**config.mk**
```make
export PLATFORM = sky130hd
export DESIGN_NAME = acc_top
export DESIGN_NICKNAME = d
export VERILOG_FILES = /design/src/verilog/acc_pkg.sv /design/src/verilog/acc_edge.sv /design/src/verilog/acc_sync.sv /design/src/verilog/acc_top.sv
export SDC_FILE = /design/constraint.sdc
export NUM_CORES = 1
export LEC_CHECK = 0
export BUFFER_PORTS_ARGS = -buffer_cell sky130_fd_sc_hd__buf_2
export CAP_MARGIN = 20
export CORE_UTILIZATION = 30
export DETAILED_ROUTE_END_ITERATION = 10
export PLACE_DENSITY = 0.62
export SLEW_MARGIN = 20
export SYNTH_ARGS = -nofsm -noshare
export SYNTH_HDL_FRONTEND = slang
export SYNTH_SLANG_ARGS = --single-unit
```
**constraint.sdc**
```tcl
create_clock -name aclk -period 3.62 [get_ports aclk]
set_input_delay 0.543 -clock aclk [delete_from_list [all_inputs] [get_ports aclk]]
set_output_delay 0.543 -clock aclk [all_outputs]
set_load 0.02 [all_outputs]
```
**src/verilog/acc_pkg.sv**
```systemverilog
// package for the comparator control block: offsets, fields, resets, types
package acc_pkg;
   // ==========================================================
   // register byte offsets
   localparam logic [3:0] ACC_OFS_CTRL = 4'h0;
   localparam logic [3:0] ACC_OFS_ISTAT = 4'h4;
   localparam logic [3:0] ACC_OFS_IMASK = 4'h8;

   // ==========================================================
   // status/control bit positions
   localparam int ACC_BIT_EN = 7;
   localparam int ACC_BIT_BGS = 6;
   localparam int ACC_BIT_FLAG = 5;
   localparam int ACC_BIT_IE = 4;
   localparam int ACC_BIT_OUT = 3;
   localparam int ACC_BIT_OPE = 2;
   localparam int ACC_BIT_MODE = 0;

   // ==========================================================
   // interrupt status/mask bit positions
   localparam int ACC_IBIT_CMP = 0;
   localparam int ACC_IBIT_TGL = 1;
   localparam int ACC_IRQ_W = 2;

   // ==========================================================
   // reset values, mode encodings and bus answers
   localparam logic [7:0] ACC_CTRL_RST = 8'h00;
   localparam logic [1:0] ACC_IRQ_RST = 2'h0;
   localparam logic [1:0] ACC_MODE_FALL0 = 2'h0;
   localparam logic [1:0] ACC_MODE_RISE = 2'h1;
   localparam logic [1:0] ACC_MODE_FALL2 = 2'h2;
   localparam logic [1:0] ACC_MODE_BOTH = 2'h3;
   localparam logic [1:0] ACC_RESP_OKAY = 2'h0;
   localparam logic [1:0] ACC_RESP_SLVERR = 2'h2;

   // ==========================================================
   // software-writable control fields
   typedef struct packed {
      logic en;
      logic bgs;
      logic ie;
      logic ope;
      logic [1:0] mode;
   } acc_ctrl_t;

   localparam acc_ctrl_t ACC_CTRL_T_RST = '{en: 1'b0, bgs: 1'b0, ie: 1'b0, ope: 1'b0,
                                           mode: 2'h0};

   // one detected event, split by kind
   typedef struct packed {
      logic cmp;
      logic tgl;
   } acc_event_t;
endpackage

```
**src/verilog/acc_edge.sv**
```systemverilog
// edge detector on the filtered comparator level with selectable mode
`timescale 1ns/1ns
module acc_edge (
   input wire logic aclk,
   input wire logic aresetn,
   input wire logic clr,
   input wire logic enable,
   input wire logic [1:0] mode,
   input wire logic level,
   output acc_pkg::acc_event_t evt
);
   import acc_pkg::*;

   logic prev_r, prev_nxt;
   logic rise, fall;

   // ==========================================================
   // previous level follows even while off, so enabling makes no false edge
   always_comb begin
      prev_nxt = clr ? 1'b0 : level;
   end

   always_ff @(posedge aclk) begin
      if (!aresetn) begin
         prev_r <= 1'b0;
      end else begin
         prev_r <= prev_nxt;
      end
   end

   assign rise = enable & level & ~prev_r;
   assign fall = enable & ~level & prev_r;

   always_comb begin
      evt.tgl = rise | fall;
      case (mode)
         ACC_MODE_FALL0: evt.cmp = fall;
         ACC_MODE_RISE: evt.cmp = rise;
         ACC_MODE_FALL2: evt.cmp = fall;
         ACC_MODE_BOTH: evt.cmp = rise | fall;
         default: evt.cmp = 1'b0;
      endcase
   end
endmodule

```
**src/verilog/acc_sync.sv**
```systemverilog
// three-stage input synchroniser with agreement filter
`timescale 1ns/1ns
module acc_sync (
   input wire logic aclk,
   input wire logic aresetn,
   input wire logic clr,
   input wire logic async_in,
   output logic level
);
   import acc_pkg::*;

   logic s1_r, s2_r, s3_r, lvl_r;
   logic s1_nxt, s2_nxt, s3_nxt, lvl_nxt;

   // ==========================================================
   // stage one feeds only stage two
   always_comb begin
      s1_nxt = async_in;
      s2_nxt = s1_r;
      s3_nxt = s2_r;
      lvl_nxt = (s2_r == s3_r) ? s3_r : lvl_r;
      // a deep stop leaves the whole chain at its reset state, not just the level
      if (clr) begin
         s1_nxt = 1'b0;
         s2_nxt = 1'b0;
         s3_nxt = 1'b0;
         lvl_nxt = 1'b0;
      end
   end

   always_ff @(posedge aclk) begin
      if (!aresetn) begin
         s1_r <= 1'b0;
         s2_r <= 1'b0;
         s3_r <= 1'b0;
         lvl_r <= 1'b0;
      end else begin
         s1_r <= s1_nxt;
         s2_r <= s2_nxt;
         s3_r <= s3_nxt;
         lvl_r <= lvl_nxt;
      end
   end

   assign level = lvl_r;
endmodule

```
**src/verilog/acc_top.sv**
```systemverilog
// comparator control block: axi4-lite registers, event flag, pins, interrupt
//
// The AXI4-Lite interface to the registers and the placing of the registers were left to the implementer.
`timescale 1ns/1ns
module acc_top (
   input wire logic aclk,
   input wire logic aresetn,
   input wire logic [3:0] s_axi_awaddr,
   input wire logic s_axi_awvalid,
   output logic s_axi_awready,
   input wire logic [31:0] s_axi_wdata,
   input wire logic [3:0] s_axi_wstrb,
   input wire logic s_axi_wvalid,
   output logic s_axi_wready,
   output logic [1:0] s_axi_bresp,
   output logic s_axi_bvalid,
   input wire logic s_axi_bready,
   input wire logic [3:0] s_axi_araddr,
   input wire logic s_axi_arvalid,
   output logic s_axi_arready,
   output logic [31:0] s_axi_rdata,
   output logic [1:0] s_axi_rresp,
   output logic s_axi_rvalid,
   input wire logic s_axi_rready,
   input wire logic deep_stop,
   input wire logic comparator_core_out,
   output logic analog_power_on,
   output logic bandgap_select,
   output logic comparator_output_pin,
   output logic comparator_output_pin_oe_n,
   output logic irq
);
   import acc_pkg::*;

   // ==========================================================
   // declarations
   acc_ctrl_t ctrl_r, ctrl_nxt;
   logic flag_r, flag_nxt;
   logic [ACC_IRQ_W-1:0] istat_r, istat_nxt;
   logic [ACC_IRQ_W-1:0] imask_r, imask_nxt;

   logic aw_hold_r, aw_hold_nxt;
   logic [3:0] aw_addr_r, aw_addr_nxt;
   logic w_hold_r, w_hold_nxt;
   logic [31:0] w_data_r, w_data_nxt;
   logic [3:0] w_strb_r, w_strb_nxt;
   logic awready_r, awready_nxt;
   logic wready_r, wready_nxt;
   logic bvalid_r, bvalid_nxt;
   logic [1:0] bresp_r, bresp_nxt;
   logic arready_r, arready_nxt;
   logic rvalid_r, rvalid_nxt;
   logic [31:0] rdata_r, rdata_nxt;
   logic [1:0] rresp_r, rresp_nxt;

   logic power_r, power_nxt;
   logic bgs_out_r, bgs_out_nxt;
   logic pin_r, pin_nxt;
   logic pin_oe_n_r, pin_oe_n_nxt;
   logic irq_r, irq_nxt;

   logic aw_take, w_take, wr_go, rd_go;
   logic wr_ctrl, wr_imask, rd_istat;
   logic cmp_level, readback;
   logic [7:0] ctrl_view;
   acc_event_t evt;

   // ==========================================================
   // comparator output path
   // the core output is asynchronous to aclk; the filter adds three to four
   // cycles of latency but keeps chatter near the threshold out of the flag
   acc_sync u_sync (
      .aclk(aclk),
      .aresetn(aresetn),
      .clr(deep_stop),
      .async_in(comparator_core_out),
      .level(cmp_level)
   );

   acc_edge u_edge (
      .aclk(aclk),
      .aresetn(aresetn),
      .clr(deep_stop),
      .enable(ctrl_r.en & ~deep_stop),
      .mode(ctrl_r.mode),
      .level(cmp_level),
      .evt(evt)
   );

   // the core is high when the noninverting input is above; no inversion here
   assign readback = ctrl_r.en & cmp_level;

   always_comb begin
      ctrl_view = 8'h00;
      ctrl_view[ACC_BIT_EN] = ctrl_r.en;
      ctrl_view[ACC_BIT_BGS] = ctrl_r.bgs;
      ctrl_view[ACC_BIT_FLAG] = flag_r;
      ctrl_view[ACC_BIT_IE] = ctrl_r.ie;
      ctrl_view[ACC_BIT_OUT] = readback;
      ctrl_view[ACC_BIT_OPE] = ctrl_r.ope;
      ctrl_view[ACC_BIT_MODE +: 2] = ctrl_r.mode;
   end

   // ==========================================================
   // axi4-lite handshakes
   assign aw_take = s_axi_awvalid & awready_r;
   assign w_take = s_axi_wvalid & wready_r;
   assign wr_go = aw_hold_r & w_hold_r & ~bvalid_r;
   assign rd_go = s_axi_arvalid & arready_r;

   // full-address decode, so an access answered with an error has no side effect
   assign wr_ctrl = wr_go & (aw_addr_r == ACC_OFS_CTRL) & w_strb_r[0];
   assign wr_imask = wr_go & (aw_addr_r == ACC_OFS_IMASK) & w_strb_r[0];
   assign rd_istat = rd_go & (s_axi_araddr == ACC_OFS_ISTAT);

   always_comb begin
      aw_hold_nxt = aw_hold_r;
      aw_addr_nxt = aw_addr_r;
      w_hold_nxt = w_hold_r;
      w_data_nxt = w_data_r;
      w_strb_nxt = w_strb_r;
      bvalid_nxt = bvalid_r;
      bresp_nxt = bresp_r;
      if (aw_take) begin
         aw_hold_nxt = 1'b1;
         aw_addr_nxt = s_axi_awaddr;
      end
      if (w_take) begin
         w_hold_nxt = 1'b1;
         w_data_nxt = s_axi_wdata;
         w_strb_nxt = s_axi_wstrb;
      end
      if (bvalid_r & s_axi_bready) begin
         bvalid_nxt = 1'b0;
      end
      if (wr_go) begin
         aw_hold_nxt = 1'b0;
         w_hold_nxt = 1'b0;
         bvalid_nxt = 1'b1;
         case (aw_addr_r)
            ACC_OFS_CTRL: bresp_nxt = ACC_RESP_OKAY;
            ACC_OFS_ISTAT: bresp_nxt = ACC_RESP_OKAY;
            ACC_OFS_IMASK: bresp_nxt = ACC_RESP_OKAY;
            default: bresp_nxt = ACC_RESP_SLVERR;
         endcase
      end
      // one write at a time: no new address or data until the answer is taken
      awready_nxt = ~aw_hold_nxt & ~bvalid_nxt;
      wready_nxt = ~w_hold_nxt & ~bvalid_nxt;
   end

   always_comb begin
      rvalid_nxt = rvalid_r;
      rdata_nxt = rdata_r;
      rresp_nxt = rresp_r;
      if (rvalid_r & s_axi_rready) begin
         rvalid_nxt = 1'b0;
      end
      if (rd_go) begin
         rvalid_nxt = 1'b1;
         rdata_nxt = 32'h0000_0000;
         rresp_nxt = ACC_RESP_OKAY;
         case (s_axi_araddr)
            ACC_OFS_CTRL: rdata_nxt[7:0] = ctrl_view;
            ACC_OFS_ISTAT: rdata_nxt[ACC_IRQ_W-1:0] = istat_r;
            ACC_OFS_IMASK: rdata_nxt[ACC_IRQ_W-1:0] = imask_r;
            default: rresp_nxt = ACC_RESP_SLVERR;
         endcase
      end
      arready_nxt = ~rvalid_nxt;
   end

   always_ff @(posedge aclk) begin
      if (!aresetn) begin
         aw_hold_r <= 1'b0;
         aw_addr_r <= 4'h0;
         w_hold_r <= 1'b0;
         w_data_r <= 32'h0000_0000;
         w_strb_r <= 4'h0;
         awready_r <= 1'b0;
         wready_r <= 1'b0;
         bvalid_r <= 1'b0;
         bresp_r <= ACC_RESP_OKAY;
         arready_r <= 1'b0;
         rvalid_r <= 1'b0;
         rdata_r <= 32'h0000_0000;
         rresp_r <= ACC_RESP_OKAY;
      end else begin
         aw_hold_r <= aw_hold_nxt;
         aw_addr_r <= aw_addr_nxt;
         w_hold_r <= w_hold_nxt;
         w_data_r <= w_data_nxt;
         w_strb_r <= w_strb_nxt;
         awready_r <= awready_nxt;
         wready_r <= wready_nxt;
         bvalid_r <= bvalid_nxt;
         bresp_r <= bresp_nxt;
         arready_r <= arready_nxt;
         rvalid_r <= rvalid_nxt;
         rdata_r <= rdata_nxt;
         rresp_r <= rresp_nxt;
      end
   end

   // ==========================================================
   // control register, event flag, interrupt status and mask
   // wait, stop3 and debug halt have no input here: the block simply keeps
   // running on aclk in those modes, and its interrupt serves as wake-up
   always_comb begin
      ctrl_nxt = ctrl_r;
      flag_nxt = flag_r;
      imask_nxt = imask_r;
      istat_nxt = istat_r;
      if (wr_ctrl) begin
         ctrl_nxt.en = w_data_r[ACC_BIT_EN];
         ctrl_nxt.bgs = w_data_r[ACC_BIT_BGS];
         ctrl_nxt.ie = w_data_r[ACC_BIT_IE];
         ctrl_nxt.ope = w_data_r[ACC_BIT_OPE];
         ctrl_nxt.mode = w_data_r[ACC_BIT_MODE +: 2];
         if (w_data_r[ACC_BIT_FLAG]) begin
            flag_nxt = 1'b0;
         end
      end
      if (evt.cmp) begin
         flag_nxt = 1'b1;
      end
      if (wr_imask) begin
         imask_nxt = w_data_r[ACC_IRQ_W-1:0];
      end
      if (rd_istat) begin
         istat_nxt = {ACC_IRQ_W{1'b0}};
      end
      // an event in the clearing cycle survives the clear
      istat_nxt[ACC_IBIT_CMP] = istat_nxt[ACC_IBIT_CMP] | evt.cmp;
      istat_nxt[ACC_IBIT_TGL] = istat_nxt[ACC_IBIT_TGL] | evt.tgl;
      if (deep_stop) begin
         ctrl_nxt = ACC_CTRL_T_RST;
         flag_nxt = ACC_CTRL_RST[ACC_BIT_FLAG];
         imask_nxt = ACC_IRQ_RST;
         istat_nxt = ACC_IRQ_RST;
      end
   end

   always_ff @(posedge aclk) begin
      if (!aresetn) begin
         ctrl_r <= ACC_CTRL_T_RST;
         flag_r <= 1'b0;
         imask_r <= ACC_IRQ_RST;
         istat_r <= ACC_IRQ_RST;
      end else begin
         ctrl_r <= ctrl_nxt;
         flag_r <= flag_nxt;
         imask_r <= imask_nxt;
         istat_r <= istat_nxt;
      end
   end

   // ==========================================================
   // analog controls, output pin, interrupt line
   always_comb begin
      power_nxt = ctrl_nxt.en & ~deep_stop;
      bgs_out_nxt = ctrl_nxt.bgs;
      // next values keep the pin drive in step with the core power switch
      pin_nxt = ctrl_nxt.ope & readback;
      pin_oe_n_nxt = ~(ctrl_nxt.ope & ctrl_nxt.en);
      irq_nxt = (ctrl_nxt.ie & flag_nxt) | (|(istat_nxt & imask_nxt));
      if (deep_stop) begin
         pin_nxt = 1'b0;
         pin_oe_n_nxt = 1'b1;
      end
   end

   always_ff @(posedge aclk) begin
      if (!aresetn) begin
         power_r <= 1'b0;
         bgs_out_r <= 1'b0;
         pin_r <= 1'b0;
         pin_oe_n_r <= 1'b1;
         irq_r <= 1'b0;
      end else begin
         power_r <= power_nxt;
         bgs_out_r <= bgs_out_nxt;
         pin_r <= pin_nxt;
         pin_oe_n_r <= pin_oe_n_nxt;
         irq_r <= irq_nxt;
      end
   end

   // ==========================================================
   // port drivers
   assign s_axi_awready = awready_r;
   assign s_axi_wready = wready_r;
   assign s_axi_bvalid = bvalid_r;
   assign s_axi_bresp = bresp_r;
   assign s_axi_arready = arready_r;
   assign s_axi_rvalid = rvalid_r;
   assign s_axi_rdata = rdata_r;
   assign s_axi_rresp = rresp_r;
   assign analog_power_on = power_r;
   assign bandgap_select = bgs_out_r;
   assign comparator_output_pin = pin_r;
   assign comparator_output_pin_oe_n = pin_oe_n_r;
   assign irq = irq_r;
endmodule
```
==> flow_summary.json <==
{
  "status": "completed",
  "clockRootBuffer": "clkbuf_8",
  "synth_cell_types": 38,
  "vias": 1543,
  "slew_viol_final": 0,
  "seqPwrFrac": 0.579,
  "rows": 29,
  "ys.flop_type": "dfxtp_1",
  "p_switching_w": 0.000243,
  "startpoint_type": "register",
  "cts_made_buffers": 5,
  "finClkSkew_ps": 2.34,
  "synth_area_sq_um": 2000,
  "multi_input_comb_area_sq_um": 886,
  "io_pins": 99,
  "regArea_sq_um": 981,
  "dieArea_sq_um": 6990,
  "synth_seq_area_share": 0.491,
  "cp.arrival_ps": 2270,
  "peakVddDrop_v": 0.000206,
  "grt.overflow.total": 0,
  "internal_power_w": 0.000731,
  "antenna_found_initial": 0,
  "timing.fmax_ghz": 0.480,
  "wire_per_inst_um": 11.3,
  "n_fill_cell": 681,
  "p_clk_frac": 0.329,
  "dp_cells": 338,
  "synthTopCellsByCount": "49 x dfxtp_1, 30 x nand2_1, 26 x buf_4, 24 x nor2_1, 19 x a21oi_1",
  "yosys-top-cells-area": "dfxtp_1 49%, buf_4 9.8%, nand2_1 5.6%, a21oi_1 4.8%, mux2i_1 4.5%",
  "hold_class": "register to register",
  "initial_core_util": 0.313,
  "finalHoldViolCount": 0,
  "port_buffers": 44,
  "fin_nets": 321,
  "synth_top_area_share": 0.491,
  "drive_gt1_frac": 0.205,
  "cts.sinks": 49,
  "synth.largest_area_cell": "dfxtp_1",
  "synth_cells": 222,
  "cts_setup_buffers": 0,
  "place_ws_ps": 1550,
  "final.setup.tns_ps": 0,
  "cts.hold.buffers_added": 0,
  "die_w_um": 83.6,
  "cts_buffer_depth": 2,
  "clk-insertion-delay-late_ps": 300,
  "detail-route-antenna-nets": 0,
  "syn_avg_cell_area_sq_um": 9.00,
  "p_sw_frac": 0.250,
  "fin_crit_sh": 0.576,
  "drt_wl_total_mm": 3.89,
  "post_drt_via_cell_ratio": 4.47,
  "setup_violations": 0,
  "cts_tree": "done",
  "fin_util": 0.358,
  "combPwrFrac": 0.093,
  "place_hpwl_mm": 2.98,
  "p_per_area_nw_per_um2": 426,
  "slew_headroom": 0.584,
  "drc": 0,
  "final_cells": 345,
  "synth-edff-count": 0,
  "async_flop_share": 0,
  "synth_most_common_cell": "dfxtp_1",
  "rsz0062_at_grt": "false",
  "areaGrowthSynthToFinish_pct": 14.5,
  "ys_ff_latch": 49,
  "core_area_sq_um": 6390,
  "post_cts_resized": 0,
  "drv_cap": 0,
  "die_y_um": 83.6,
  "place_congestion": 0.781,
  "tightestPinTransition_ps": 623,
  "crit_path_end_kind": "register",
  "ys_warn_count": 0,
  "antenna_cells": 0,
  "clkTransAtPathRegs_ps": 80,
  "finalPower_w": 0.000974,
  "required_ps": 3800,
  "critPathKind": "register to register",
  "grt_use_total": 0.117,
  "grt_pass1_vias": 1390,
  "dr.pass1.iters": 4,
  "grt_start_max_net_pins": 26,
  "finalCriticalPeriod_ps": 2090,
  "drt-initial-drc-count": 60,
  "ctsHtreeMaxLevel": 2,
  "setup_ws_ps": 1530,
  "path_max_fanout": 6,
  "grt_pass1_wl_mm": 6.50,
  "leakage_nw": 0.943
}
[critical path: stages (launching register included)]
cell and delay (ps):
dfxtp_1 340, or4b_4 560, nor3_4 370, mux2i_1 310
nor3_2 70, a211o_1 310
[power by group through the flow]
stage | Combinational, W | Clock [W] | Sequential (W)
floorplan | 0.0000780 | 0 | 0.000580
global placement | 0.0000896 | 0 | 0.000576
detailed placement | 0.0000901 | 0 | 0.000577
CTS | 0.0000905 | 0.000334 | 0.000564
global route | 0.000100 | 0.000356 | 0.000566
finish | 0.0000901 | 0.000320 | 0.000564
[per-stage QoR]
| stage | instance area, sq um | hold slack [ps] |
|---|---|---|
| floorplan | 2090 | 406 |
| global placement | 2200 | 411 |
| detailed placement | 2200 | 423 |
| CTS | 2290 | 440 |
| global route | 2290 | 441 |
| finish | 2290 | 439 |
[routing by layer]
layer / global-route usage / share of wire / up-vias
li1: - / - / 803
met1: 0.152 / 0.49 / 685
met2: 0.177 / 0.43 / 50
met3: 0.0475 / 0.069 / 5
met4: 0.0339 / 0.0087 / 0
met5: 0 / 0 / -
[cells by family (layout without fill, tap and decap cells)]
kind of cell,after synthesis,in the layout,synth area share
buffers and inverters,34,55,0.113
flip-flops,49,49,0.491
XOR/XNOR,1,1,0.00438
other,1,26,0.00188
AND/OR/NAND/NOR,90,90,0.229
multiplexers,9,9,0.0451
AO/OA/AOI/OAI,38,38,0.116
[final timing paths]
check	start	to	slack (ps)	depth (start not counted)
min	u_sync.s1_r	u_sync.s2_r	440	1
max	aw_addr_r[2]	irq	1530	5
min reg2reg	u_sync.s1_r	u_sync.s2_r	440	1
max reg2reg	aw_addr_r[2]	irq	1530	5
[sequential cells by signal, indices dropped and copies added, names as in the netlist, 2 cells and up]
signal	cells
s_axi_rdata	8
w_data_r	7
ctrl_r	5
aw_addr_r	4
imask_r	2
istat_r	2
[final cells by class]
type                            count  area share
Inverter                            3     0.00492
Multi-Input combinational cell    164       0.387
Tap cell                           77      0.0421
Clock buffer                        7      0.0377
Sequential cell                    49       0.429
Timing Repair Buffer               45      0.0995
[placed cells by master, fill, tap and decap left out, types with 2 or more instances in the layout]
master	instances
clkbuf_8	6
inv_1	2
nand2_1	30
conb_1	26
nand3_1	6
o21ai_0	4
dfxtp_1	49
and3_1	3
nand2b_1	5
a21oi_1	19
buf_2	44
nand3b_1	2
and2_1	6
nand4_1	2
mux2i_1	9
a22oi_1	7
nor2_1	24
and3b_1	2
No activity file was read; power rests on OpenSTA's default activity.
